[src/verilog/rtcpa_unused.sv]
/*
  Holds no logic; the block lives in the core and synchroniser files.
  Assumes nothing of its surroundings.
*/

[src/verilog/rtcpa_pkg.sv]
/*
  Constants, register map and carrier types of the real-time clock block.
  Assumes a 40 MHz system clock and a single AHB-Lite master.
*/
`default_nettype none
package rtcpa_pkg;

  localparam int          CLK_HZ           = 40_000_000;
  localparam int          DETECT_TIME_US   = 1000;
  localparam int          DETECT_CYCLES    = (CLK_HZ / 1_000_000) * DETECT_TIME_US;
  localparam logic [7:0]  LP_MIN_EDGES     = 8'h04;
  localparam logic [5:0]  PRE64_LAST       = 6'h3F;

  localparam logic [7:0]  OFS_CONTROL      = 8'h00;
  localparam logic [7:0]  OFS_STATUS       = 8'h04;
  localparam logic [7:0]  OFS_TICK_RELOAD  = 8'h08;
  localparam logic [7:0]  OFS_DIVIDER      = 8'h0C;
  localparam logic [7:0]  OFS_TIME         = 8'h10;
  localparam logic [7:0]  OFS_ALARM        = 8'h14;
  localparam logic [7:0]  OFS_NTICK_RELOAD = 8'h18;

  localparam int          CTL_RUN          = 0;
  localparam int          CTL_OSC_OFF      = 1;
  localparam int          CTL_TICK_IE      = 2;
  localparam int          CTL_ALARM_IE     = 3;
  localparam int          CTL_NTICK_IE     = 4;
  localparam int          CTL_KEEP_PD      = 5;
  localparam int          CTL_WIDTH        = 6;

  localparam int          FLG_TICK         = 0;
  localparam int          FLG_ALARM        = 1;
  localparam int          FLG_NTICK        = 2;
  localparam int          STS_LP_SEL       = 3;
  localparam int          STS_DETECT_DONE  = 4;

  localparam logic [5:0]  CONTROL_RESET    = 6'h00;
  localparam logic [19:0] TICK_RELOAD_RESET = 20'h00000;
  localparam logic [15:0] NTICK_RELOAD_RESET = 16'h0000;
  localparam logic [31:0] ALARM_RESET      = 32'hFFFFFFFF;

  typedef struct packed {
    logic        hsel;
    logic [31:0] haddr;
    logic [1:0]  htrans;
    logic        hwrite;
    logic [2:0]  hsize;
    logic        hready;
    logic [31:0] hwdata;
  } rtcpa_ahb_req_t;

  typedef struct packed {
    logic [31:0] hrdata;
    logic        hreadyout;
    logic        hresp;
  } rtcpa_ahb_rsp_t;

  typedef struct packed {
    logic tick;
    logic alarm;
    logic ntick;
  } rtcpa_irq_t;

endpackage : rtcpa_pkg
`default_nettype wire

[src/verilog/rtcpa_in_sync.sv]
/*
  Pin input synchroniser: three flip-flops per bit, a level change is taken once
  the second and third stages agree, and a one-cycle pulse marks each rise.
  Assumes asynchronous inputs and the block's synchronous active-low reset.
*/
`default_nettype none
module rtcpa_in_sync #(
  parameter int WIDTH = 2
) (
  input  wire logic             i_clk,
  input  wire logic             i_reset_n,
  input  wire logic [WIDTH-1:0] i_pin,
  output logic      [WIDTH-1:0] o_level,
  output logic      [WIDTH-1:0] o_rise
);

  typedef struct packed {
    logic [WIDTH-1:0] s1;
    logic [WIDTH-1:0] s2;
    logic [WIDTH-1:0] s3;
    logic [WIDTH-1:0] level;
    logic [WIDTH-1:0] rise;
  } rtcpa_sync_state_t;

  rtcpa_sync_state_t s_q;
  rtcpa_sync_state_t s_d;

  always_comb begin
    s_d    = s_q;
    s_d.s1 = i_pin;
    s_d.s2 = s_q.s1;
    s_d.s3 = s_q.s2;
    for (int b = 0; b < WIDTH; b++) begin
      s_d.level[b] = (s_q.s2[b] == s_q.s3[b]) ? s_q.s3[b] : s_q.level[b];
      s_d.rise[b]  = s_d.level[b] & ~s_q.level[b];
    end
  end

  always_ff @(posedge i_clk) begin
    if (!i_reset_n) begin
      s_q <= '0;
    end else begin
      s_q <= s_d;
    end
  end

  assign o_level = s_q.level;
  assign o_rise  = s_q.rise;

endmodule : rtcpa_in_sync
`default_nettype wire

[src/verilog/rtcpa_core.sv]
/*
  Real-time clock: oscillator detection, divide-by-64 stage, 20-bit reloadable
  divider, 32-bit time counter with alarm, n-tick counter, interrupt flags,
  oscillator control for power down and an AHB-Lite register slave.
  Assumes oscillator pins are far slower than the 40 MHz system clock, the
  chip power-down state and wake configuration arrive as plain inputs, and
  routing of the requests to the external interrupt unit happens outside.
*/
// Implementation choices: the placing of the registers and the AHB-Lite slave port.
`default_nettype none

module rtcpa_core #(
  parameter int DETECT_CYCLES = rtcpa_pkg::DETECT_CYCLES,
  parameter int DIV_WIDTH     = 20,
  parameter int NTICK_WIDTH   = 16
) (
  input  wire logic                     i_clk,
  input  wire logic                     i_reset_n,
  input  wire rtcpa_pkg::rtcpa_ahb_req_t i_ahb,
  output rtcpa_pkg::rtcpa_ahb_rsp_t     o_ahb,
  input  wire logic                     i_main_oscillator_input,
  input  wire logic                     i_low_power_oscillator_input,
  input  wire logic                     i_powerdown,
  input  wire logic                     i_powerdown_wake_config,
  output rtcpa_pkg::rtcpa_irq_t         o_irq,
  output logic                          o_wake,
  output logic                          o_main_osc_enable,
  output logic                          o_lp_osc_enable
);
  import rtcpa_pkg::*;

  typedef enum logic {
    ST_DETECT,
    ST_RUN
  } rtcpa_phase_t;

  typedef struct packed {
    rtcpa_phase_t            phase;
    logic [31:0]             det_cnt;
    logic [7:0]              lp_edges;
    logic                    lp_sel;
    logic [5:0]              pre;
    logic [DIV_WIDTH-1:0]    div;
    logic [DIV_WIDTH-1:0]    tick_period_reload;
    logic [31:0]             time_cnt;
    logic [31:0]             alarm;
    logic                    match;
    logic [NTICK_WIDTH-1:0]  ntick_reload;
    logic [NTICK_WIDTH-1:0]  ntick_cnt;
    logic [CTL_WIDTH-1:0]    clock_block_control;
    logic [2:0]              flags;
    logic                    wr_pend;
    logic [7:0]              wr_addr;
    logic [31:0]             rdata;
    rtcpa_irq_t              irq;
    logic                    wake;
    logic                    main_en;
    logic                    lp_en;
  } rtcpa_state_t;

  rtcpa_state_t s_q;
  rtcpa_state_t s_d;

  logic [1:0] pin_rise;

  rtcpa_in_sync #(
    .WIDTH (2)
  ) u_in_sync (
    .i_clk     (i_clk),
    .i_reset_n (i_reset_n),
    .i_pin     ({i_low_power_oscillator_input, i_main_oscillator_input}),
    .o_level   (),
    .o_rise    (pin_rise)
  );

  logic        addr_ok;
  logic        wr_now;
  logic [31:0] wdata;
  logic        run;
  logic        osc_off;
  logic        keep_pd;
  logic        osc_rise;
  logic        count_en;
  logic        stage;
  logic        tick;
  logic        alarm_evt;
  logic        ntick_evt;
  logic [2:0]  flag_set;
  logic [2:0]  flag_clr;
  logic [2:0]  flag_en;
  logic        match_now;

  always_comb begin
    s_d       = s_q;
    wdata     = i_ahb.hwdata;
    run       = s_q.clock_block_control[CTL_RUN];
    osc_off   = s_q.clock_block_control[CTL_OSC_OFF];
    keep_pd   = s_q.clock_block_control[CTL_KEEP_PD];
    addr_ok   = i_ahb.hsel & i_ahb.htrans[1] & i_ahb.hready;
    wr_now    = s_q.wr_pend;

    if (s_q.phase == ST_DETECT) begin
      s_d.det_cnt = s_q.det_cnt + 32'h00000001;
      if (pin_rise[1] && s_q.lp_edges != 8'hFF) begin
        s_d.lp_edges = s_q.lp_edges + 8'h01;
      end
      if (s_q.det_cnt >= 32'(DETECT_CYCLES - 1)) begin
        s_d.lp_sel = (s_q.lp_edges >= LP_MIN_EDGES);
        s_d.phase  = ST_RUN;
      end
    end

    osc_rise = (s_q.phase == ST_RUN) & (s_q.lp_sel ? pin_rise[1] : pin_rise[0]);

    count_en = run & (~i_powerdown | (s_q.lp_sel ? keep_pd : ~osc_off));

    stage = count_en & osc_rise & (s_q.pre == PRE64_LAST);
    if (count_en && osc_rise) begin
      s_d.pre = s_q.pre + 6'h01;
    end

    tick = stage & (s_q.div == '0);
    if (tick) begin
      s_d.div = s_q.tick_period_reload;
    end else if (stage) begin
      s_d.div = s_q.div - DIV_WIDTH'(1);
    end

    if (tick) begin
      s_d.time_cnt = s_q.time_cnt + 32'h00000001;
    end

    match_now = (s_q.time_cnt == s_q.alarm);
    s_d.match = match_now;
    alarm_evt = match_now & ~s_q.match;

    ntick_evt = tick & (s_q.ntick_cnt == '0);
    if (tick) begin
      s_d.ntick_cnt = ntick_evt ? s_q.ntick_reload : s_q.ntick_cnt - NTICK_WIDTH'(1);
    end

    flag_set             = '0;
    flag_set[FLG_TICK]   = tick;
    flag_set[FLG_ALARM]  = alarm_evt;
    flag_set[FLG_NTICK]  = ntick_evt;
    flag_clr             = '0;

    if (wr_now) begin
      unique case (s_q.wr_addr)
        OFS_CONTROL: begin
          s_d.clock_block_control = wdata[CTL_WIDTH-1:0];
        end
        OFS_STATUS: begin
          flag_clr = wdata[2:0];
        end
        OFS_TICK_RELOAD: begin
          s_d.tick_period_reload = wdata[DIV_WIDTH-1:0];
        end
        OFS_TIME: begin
          s_d.time_cnt = wdata;
        end
        OFS_ALARM: begin
          s_d.alarm = wdata;
        end
        OFS_NTICK_RELOAD: begin
          s_d.ntick_reload = wdata[NTICK_WIDTH-1:0];
          s_d.ntick_cnt    = wdata[NTICK_WIDTH-1:0];
        end
        default: begin
        end
      endcase
    end

    s_d.flags = flag_set | (s_q.flags & ~flag_clr);

    flag_en             = '0;
    flag_en[FLG_TICK]   = s_q.clock_block_control[CTL_TICK_IE];
    flag_en[FLG_ALARM]  = s_q.clock_block_control[CTL_ALARM_IE];
    flag_en[FLG_NTICK]  = s_q.clock_block_control[CTL_NTICK_IE];
    s_d.irq.tick  = s_d.flags[FLG_TICK] & flag_en[FLG_TICK];
    s_d.irq.alarm = s_d.flags[FLG_ALARM] & flag_en[FLG_ALARM];
    s_d.irq.ntick = s_d.flags[FLG_NTICK] & flag_en[FLG_NTICK];

    s_d.wake = i_powerdown & i_powerdown_wake_config &
               (s_d.irq.tick | s_d.irq.alarm | s_d.irq.ntick);

    s_d.main_en = ~(i_powerdown & (s_q.lp_sel | ~run | osc_off));
    s_d.lp_en   = ~(i_powerdown & (~run | osc_off));

    s_d.wr_pend = addr_ok & i_ahb.hwrite & (i_ahb.haddr[31:8] == 24'h000000);
    s_d.wr_addr = i_ahb.haddr[7:0];
    if (addr_ok && !i_ahb.hwrite) begin
      s_d.rdata = '0;
      if (i_ahb.haddr[31:8] == 24'h000000) begin
        unique case (i_ahb.haddr[7:0])
          OFS_CONTROL: begin
            s_d.rdata[CTL_WIDTH-1:0] = s_q.clock_block_control;
          end
          OFS_STATUS: begin
            s_d.rdata[2:0]             = s_q.flags;
            s_d.rdata[STS_LP_SEL]      = s_q.lp_sel;
            s_d.rdata[STS_DETECT_DONE] = (s_q.phase == ST_RUN);
          end
          OFS_TICK_RELOAD: begin
            s_d.rdata[DIV_WIDTH-1:0] = s_q.tick_period_reload;
          end
          OFS_DIVIDER: begin
            s_d.rdata[DIV_WIDTH+5:0] = {s_q.div, s_q.pre};
          end
          OFS_TIME: begin
            s_d.rdata = s_q.time_cnt;
          end
          OFS_ALARM: begin
            s_d.rdata = s_q.alarm;
          end
          OFS_NTICK_RELOAD: begin
            s_d.rdata[NTICK_WIDTH-1:0] = s_q.ntick_reload;
          end
          default: begin
          end
        endcase
      end
    end
  end

  always_ff @(posedge i_clk) begin
    if (!i_reset_n) begin
      s_q                     <= '0;
      s_q.phase               <= ST_DETECT;
      s_q.tick_period_reload  <= TICK_RELOAD_RESET[DIV_WIDTH-1:0];
      s_q.div                 <= TICK_RELOAD_RESET[DIV_WIDTH-1:0];
      s_q.alarm               <= ALARM_RESET;
      s_q.ntick_reload        <= NTICK_RELOAD_RESET[NTICK_WIDTH-1:0];
      s_q.ntick_cnt           <= NTICK_RELOAD_RESET[NTICK_WIDTH-1:0];
      s_q.clock_block_control <= CONTROL_RESET;
      s_q.main_en             <= 1'b1;
      s_q.lp_en               <= 1'b1;
    end else begin
      s_q <= s_d;
    end
  end

  assign o_irq             = s_q.irq;
  assign o_wake            = s_q.wake;
  assign o_main_osc_enable = s_q.main_en;
  assign o_lp_osc_enable   = s_q.lp_en;

  assign o_ahb.hrdata    = s_q.rdata;
  assign o_ahb.hreadyout = 1'b1;
  assign o_ahb.hresp     = 1'b0;

endmodule : rtcpa_core
`default_nettype wire

[config.mk]
export PLATFORM = sky130hd
export DESIGN_NAME = rtcpa_core
export DESIGN_NICKNAME = d
export VERILOG_FILES = /design/src/verilog/rtcpa_unused.sv /design/src/verilog/rtcpa_pkg.sv /design/src/verilog/rtcpa_in_sync.sv /design/src/verilog/rtcpa_core.sv
export SDC_FILE = /design/constraint.sdc
export NUM_CORES = 1
export LEC_CHECK = 0
export BUFFER_PORTS_ARGS = -buffer_cell sky130_fd_sc_hd__buf_2
export CAP_MARGIN = 20
export CORE_ASPECT_RATIO = 0.8
export CORE_MARGIN = 5
export CORE_UTILIZATION = 50
export DETAILED_ROUTE_END_ITERATION = 10
export GPL_TIMING_DRIVEN = 0
export PLACE_DENSITY = 0.7
export SYNTH_ARGS = -nofsm -noshare
export SYNTH_HDL_FRONTEND = slang
export SYNTH_SLANG_ARGS = --single-unit
[constraint.sdc]
create_clock -name i_clk -period 6.79 [get_ports i_clk]
set_input_delay 0.3395 -clock i_clk [delete_from_list [all_inputs] [get_ports i_clk]]
set_output_delay 0.3395 -clock i_clk [all_outputs]
set_load 0.02 [all_outputs]
After elaboration in Yosys (flattened, before gate mapping) --
Cells that the tools add are included.
Word-level totals: flip-flop bits (word level) 251, input bits 78, output and inout bits 40
Cells by class: $add $sub $neg 6, magnitude comparators 2, equality and inequality tests 16, multiplexer cells 28, bitwise logic cells 38, reductions and logical operators 16
Operators with widths (number):
- $mux W32 | 4
- $add A32 B1 Y32 const B | 2
- $mux W64 | 1
- $pmux W10 S5 | 1
- $eq A8 B5 Y1 const B | 6
- $mux W16 | 3
- $mux W42 | 1
- $mux W20 | 2
- $pmux W5 S7 | 1
- $eq A32 B32 Y1 | 1
- $ge A32 B16 Y1 const B | 1
- $eq A8 B4 Y1 const B | 3
- $logic_not A24 Y1 | 1
- $mux W22 | 1
- $and A1 B1 Y1 | 20
- $logic_not A20 Y1 | 1
- $sub A20 B1 Y20 const B | 1
- $pmux W6 S3 | 1
- $eq A8 B3 Y1 const B | 2
- $logic_not A16 Y1 | 1
- $logic_not A8 Y1 | 2
- $pmux W4 S4 | 1
- $sub A16 B1 Y16 const B | 1
- $pmux W6 S2 | 1
- 20 further kinds | 47

Logic depth before layout (Yosys ltp) --
word-level depth 13, mapped depth 10

Modules after synthesis --
Synthesis repeated with hierarchy kept, for this count alone.
Unflattened totals: cell total of the unflattened synthesis 1513, area, all modules 12694.7 um2
Modules (own cells, without submodules):
- rtcpa_core | times used 1, cells each 1485, area an instance 12366.9 um2, sequential area each 4824.6 um2
- rtcpa_in_sync | times used 1, cells each 28, area an instance 327.8 um2, sequential area each 200.2 um2

Least setup slack after synthesis --
OpenSTA, ideal clock, no wires.
kind reg2reg, start point register s_q[181] in the netlist's numbering, end point register s_q[134] in the netlist's numbering, setup time 0.074 ns, arrival 2.873 ns, path slack 3.843 ns, stages on the path, launching flop included 9, path buffers 2, period minus slack after synthesis 2.947 ns, cells stage by stage dfxtp_1 > or4_4 > or4_1 > buf_2 > or3_1 > buf_2 > or4_4 > or3_1 > a31oi_1
On the way: cells in the longest elaborated chain, start to end 5
Ends and longest elaborated chain:
- start, declared | RTL line rtcpa_core.sv:61 | rtcpa_state_t s_q;
- $logic_not A20 Y1 (*) | RTL line rtcpa_core.sv:122 | tick = stage & (s_q.div == '0);
- $and A1 B1 Y1 (*) | RTL line rtcpa_core.sv:122
- $mux W32 (*) | RTL line rtcpa_core.sv:129 | if (tick) begin
- $mux W32 | RTL line rtcpa_core.sv:149 | unique case (s_q.wr_addr)
- $mux W64 (*) | RTL line rtcpa_core.sv:148 | if (wr_now) begin
Every way passes the cells marked *; elsewhere a longest branch is shown, timed or not. A chain may end at the register's enable or synchronous reset.

Final worst setup path --
start point register s_q[181] in the netlist's numbering, end point register s_q[68] in the netlist's numbering
On the way: cells in the longest elaborated chain, start to end 7
Ends and longest elaborated chain:
- $logic_not A20 Y1 (*) | RTL line rtcpa_core.sv:122
- $and A1 B1 Y1 (*) | RTL line rtcpa_core.sv:122
- $and A1 B1 Y1 | RTL line rtcpa_core.sv:137 | ntick_evt = tick & (s_q.ntick_cnt == '0);
- $mux W16 | RTL line rtcpa_core.sv:139 | s_d.ntick_cnt = ntick_evt ? s_q.ntick_reload : s_q.ntick_cnt - NTICK_WIDTH'(1);
- $mux W16 (*) | RTL line rtcpa_core.sv:138 | if (tick) begin
- $mux W16 | RTL line rtcpa_core.sv:149
- $mux W22 (*) | RTL line rtcpa_core.sv:148
Marks and branches as above.

==> impl_results.md <==
* Status: complete, no violations
* Pins Over Slew Limit at 0
* RSZ-0062 raised after global routing: false
* Async SR Flop Fraction at 0%
* Later-pin clock latency in the skew report at 550 ps
* Netlist cell types at 70
* CP endpoint kind: register
* Max Freq at 0.266 GHz
* H-tree depth at 1
* Avg WL per Cell at 22.3 um
* Cell Area, Synth at 12400 um2
* Tcrit/Tclk final at 55.4%
* Nets@finish at 1763
* Cts hold-fix bufs at 1
* CTS tree: yes
* Relative slew slack at 32.9%
* Floorplan die height at 151 um
* Core ar. at 24400 um2
* CP max-delay cell: nor3_1
* Number of setup buffers added after CTS at 0
* Worst EP arrival at 4170 ps
* Crit-path cells: or4_4, or4_1, buf_2, nor3_1, clkbuf_1, nand4_1, mux2i_1, a21oi_1
* Hold Path Class: in -> reg
* Synthesis warning total at 0
* Fin. Hold Viols at 0
* HPWL after detailed placement at 33800 um
* CTS buffer count at 26
* Vias in the first global route at 11300
* Synth-to-layout area growth at 15.5%
* Cell area after placement at 13400 um2
* WS Path Type: reg -> reg
* Synthesized Nets at 1619
* Min cycle time layout at 3760 ps
* Final ANT Viol Nets at 0
* Max VDD drop at 169 uV
* Number of diodes at 0
* Max-capacitance violation count at 0
* P_leak at 0.00530 uW
* Via-to-Cell Ratio at 6.17
* Initial antenna violation count at 0
* Clk slew on worst S/H paths at 60 ps
* First-pass GRT wire length at 67100 um
* Seq cells post-synth at 251
* Rows at 51
* Slowest stage delay, CP at 810 ps
* Die W at 186 um
* Remaining DRCs at 0
* Detailed Route WL at 45000 um
* Seq/Total Area, Yosys at 40.5%
* Port buffer count at 109
* Primary FF master, synth: dfxtp_1
* Setup TNS at 0 ps
* Post-synth EDFFs at 0
* Die Footprint at 28100 um2
* Routed vias at 12400
* Clock skew at 31.3 ps
* Max clock buf depth at 3
* Gr ovfl total at 0
* Initial DRC Count at 1723
* All-Layer GR Usage at 31.2%
* Req. time, crit path at 7200 ps
* Average instance area after synthesis at 8.09 um2
* Root buffer cell: clkbuf_16
* Post-Synthesis Cells at 1533
* Pwr dens at 220 nW/um2
* DRT Pass-1 Iters at 6
* # resized after CTS at 0
* Clock sink count at 251
* Worst-Margin Slew at 999 ps
* Largest net degree at the start of global routing at 15
* Critical Path Start Type: register
* Final Cell Area at 14300 um2
* Max FO, Critical Path at 10
* Initial core utilization at 50.9%
* # setup viols final at 0
* IO Pins at 118
* Gpl congestion at 1.02
* Share of cells above drive strength 1 at 13.6%
## layout by cell type (no fill, tap or decap), types with 14 or more instances in the layout
cell type	netlist	routed
dfxtp_1	251	251
nand2_1	236	236
a21oi_1	121	121
buf_2	2	113
nor2_1	111	111
clkbuf_1	86	90
o21ai_0	80	80
nand3_1	69	69
xor2_1	62	62
nor4_1	45	44
buf_4	37	39
xnor2_1	34	34
mux2i_1	30	30
nor3_1	27	27
a22oi_1	26	26
clkbuf_16	0	26
nand4_1	25	25
and2_1	24	24
inv_1	21	21
and3_1	20	20
a21o_1	14	14
## synthesized netlist by cell type (7+ instances only)
cell	count	area, um2
nor4_1	45	282
o211ai_1	9	67.6
or3_1	13	81.3
buf_1	8	30.0
and3_1	20	125
a2bb2oi_1	9	78.8
buf_4	37	278
dfxtp_1	251	5020
nand4_1	25	156
ha_1	8	100
mux2i_1	30	300
a31oi_1	13	81.3
clkbuf_1	86	323
and2_1	24	150
nand2b_1	7	43.8
nand3_1	69	345
a21oi_1	121	606
xor2_1	62	543
inv_1	21	78.8
nand2_1	236	886
a22oi_1	26	195
o31ai_1	11	82.6
and4_1	7	61.3
nor2_1	111	417
or4_1	8	60.1
o21ai_0	80	400
mux2_2	12	135
nor3_1	27	135
a221oi_1	8	70.1
a21o_1	14	105
xnor2_1	34	298
a22o_1	10	87.6
## metal layers
layer  vias to the layer above  global-route usage, %  share of wire (%)
li1                       5708                      -                  -
met1                      5849                   46.1                 42
met2                       788                   43.5                 40
met3                        84                   10.7                 15
met4                         0                   7.98                2.6
met5                         -                      0                  0
## worst paths after layout
kind | from | endpoint | slack (ps) | cells past startpoint
worst min register to register | u_in_sync.s_d[7] | u_in_sync.s_d[5] | 430 | 1
worst max register to register | s_q[181] | s_q[68] | 3030 | 8
worst max-delay path | s_q[181] | s_q[68] | 3030 | 8
worst min-delay path | i_ahb[45] | s_q[44] | 9 | 2
## where the power goes
group          internal, uW  switching (uW)
clock network           914             626
logic                  37.4            88.7
registers              1480            3.97
## registers in the layout, indices dropped and copies added (netlist names)
register / cells
wr_now: 1
u_in_sync.s_q: 2
o_main_osc_enable: 1
o_wake: 1
flag_en: 3
s_q: 196
o_lp_osc_enable: 1
osc_off: 1
u_in_sync.s_d: 4
o_ahb: 32
u_in_sync.o_level: 2
run: 1
u_in_sync.o_rise: 2
keep_pd: 1
o_irq: 3
## kinds of logic after synthesis
group	count (synthesis)	synth area share (%)
muxes	46	4.24
AOI/OAI and AO/OA	349	17.6
DFF	251	40.5
xor gates and xnor gates	96	6.78
and+or+nand+nor	625	24.2
adders and majority gates	8	0.807
buffers and inverters	156	5.86
other	2	0.0606
## metrics by stage
stage | setup slack [ps] | hold WS, ps | util (%) | total power (uW) | instances
final | 3030 | 8.99 | 58.8 | 3150 | 2015
after global placement | 2610 | 420 | 54.7 | 1640 | 1960
after detailed placement | 3270 | 422 | 54.9 | 1640 | 1964
after CTS | 3210 | 2.11 | 58.7 | 3150 | 2013
after global routing | 2990 | 3.19 | 58.8 | 3220 | 2015
after floorplan | 3840 | 411 | - | 1570 | 1533
## final cells by class
cell class / instances / area, um2
flip-flops and latches: 251 / 5020
inverters: 23 / 86.3
fillers: 2281 / 10100
clock inverters: 13 / 185
multi-input cells: 1126 / 6660
repair buffers: 116 / 593
plain buffers: 133 / 641
clock buffers: 35 / 734
well taps: 318 / 398
## critical path, delay by kind of cell, from the launching register on
kind	cells	cell delay [ps]
AOI/OAI and AO/OA	1	80
and+or+nand+nor	4	2100
DFF	1	380
buffers and inverters	2	810
muxes	1	230
Note: power is estimated with default switching activity, not from simulation.
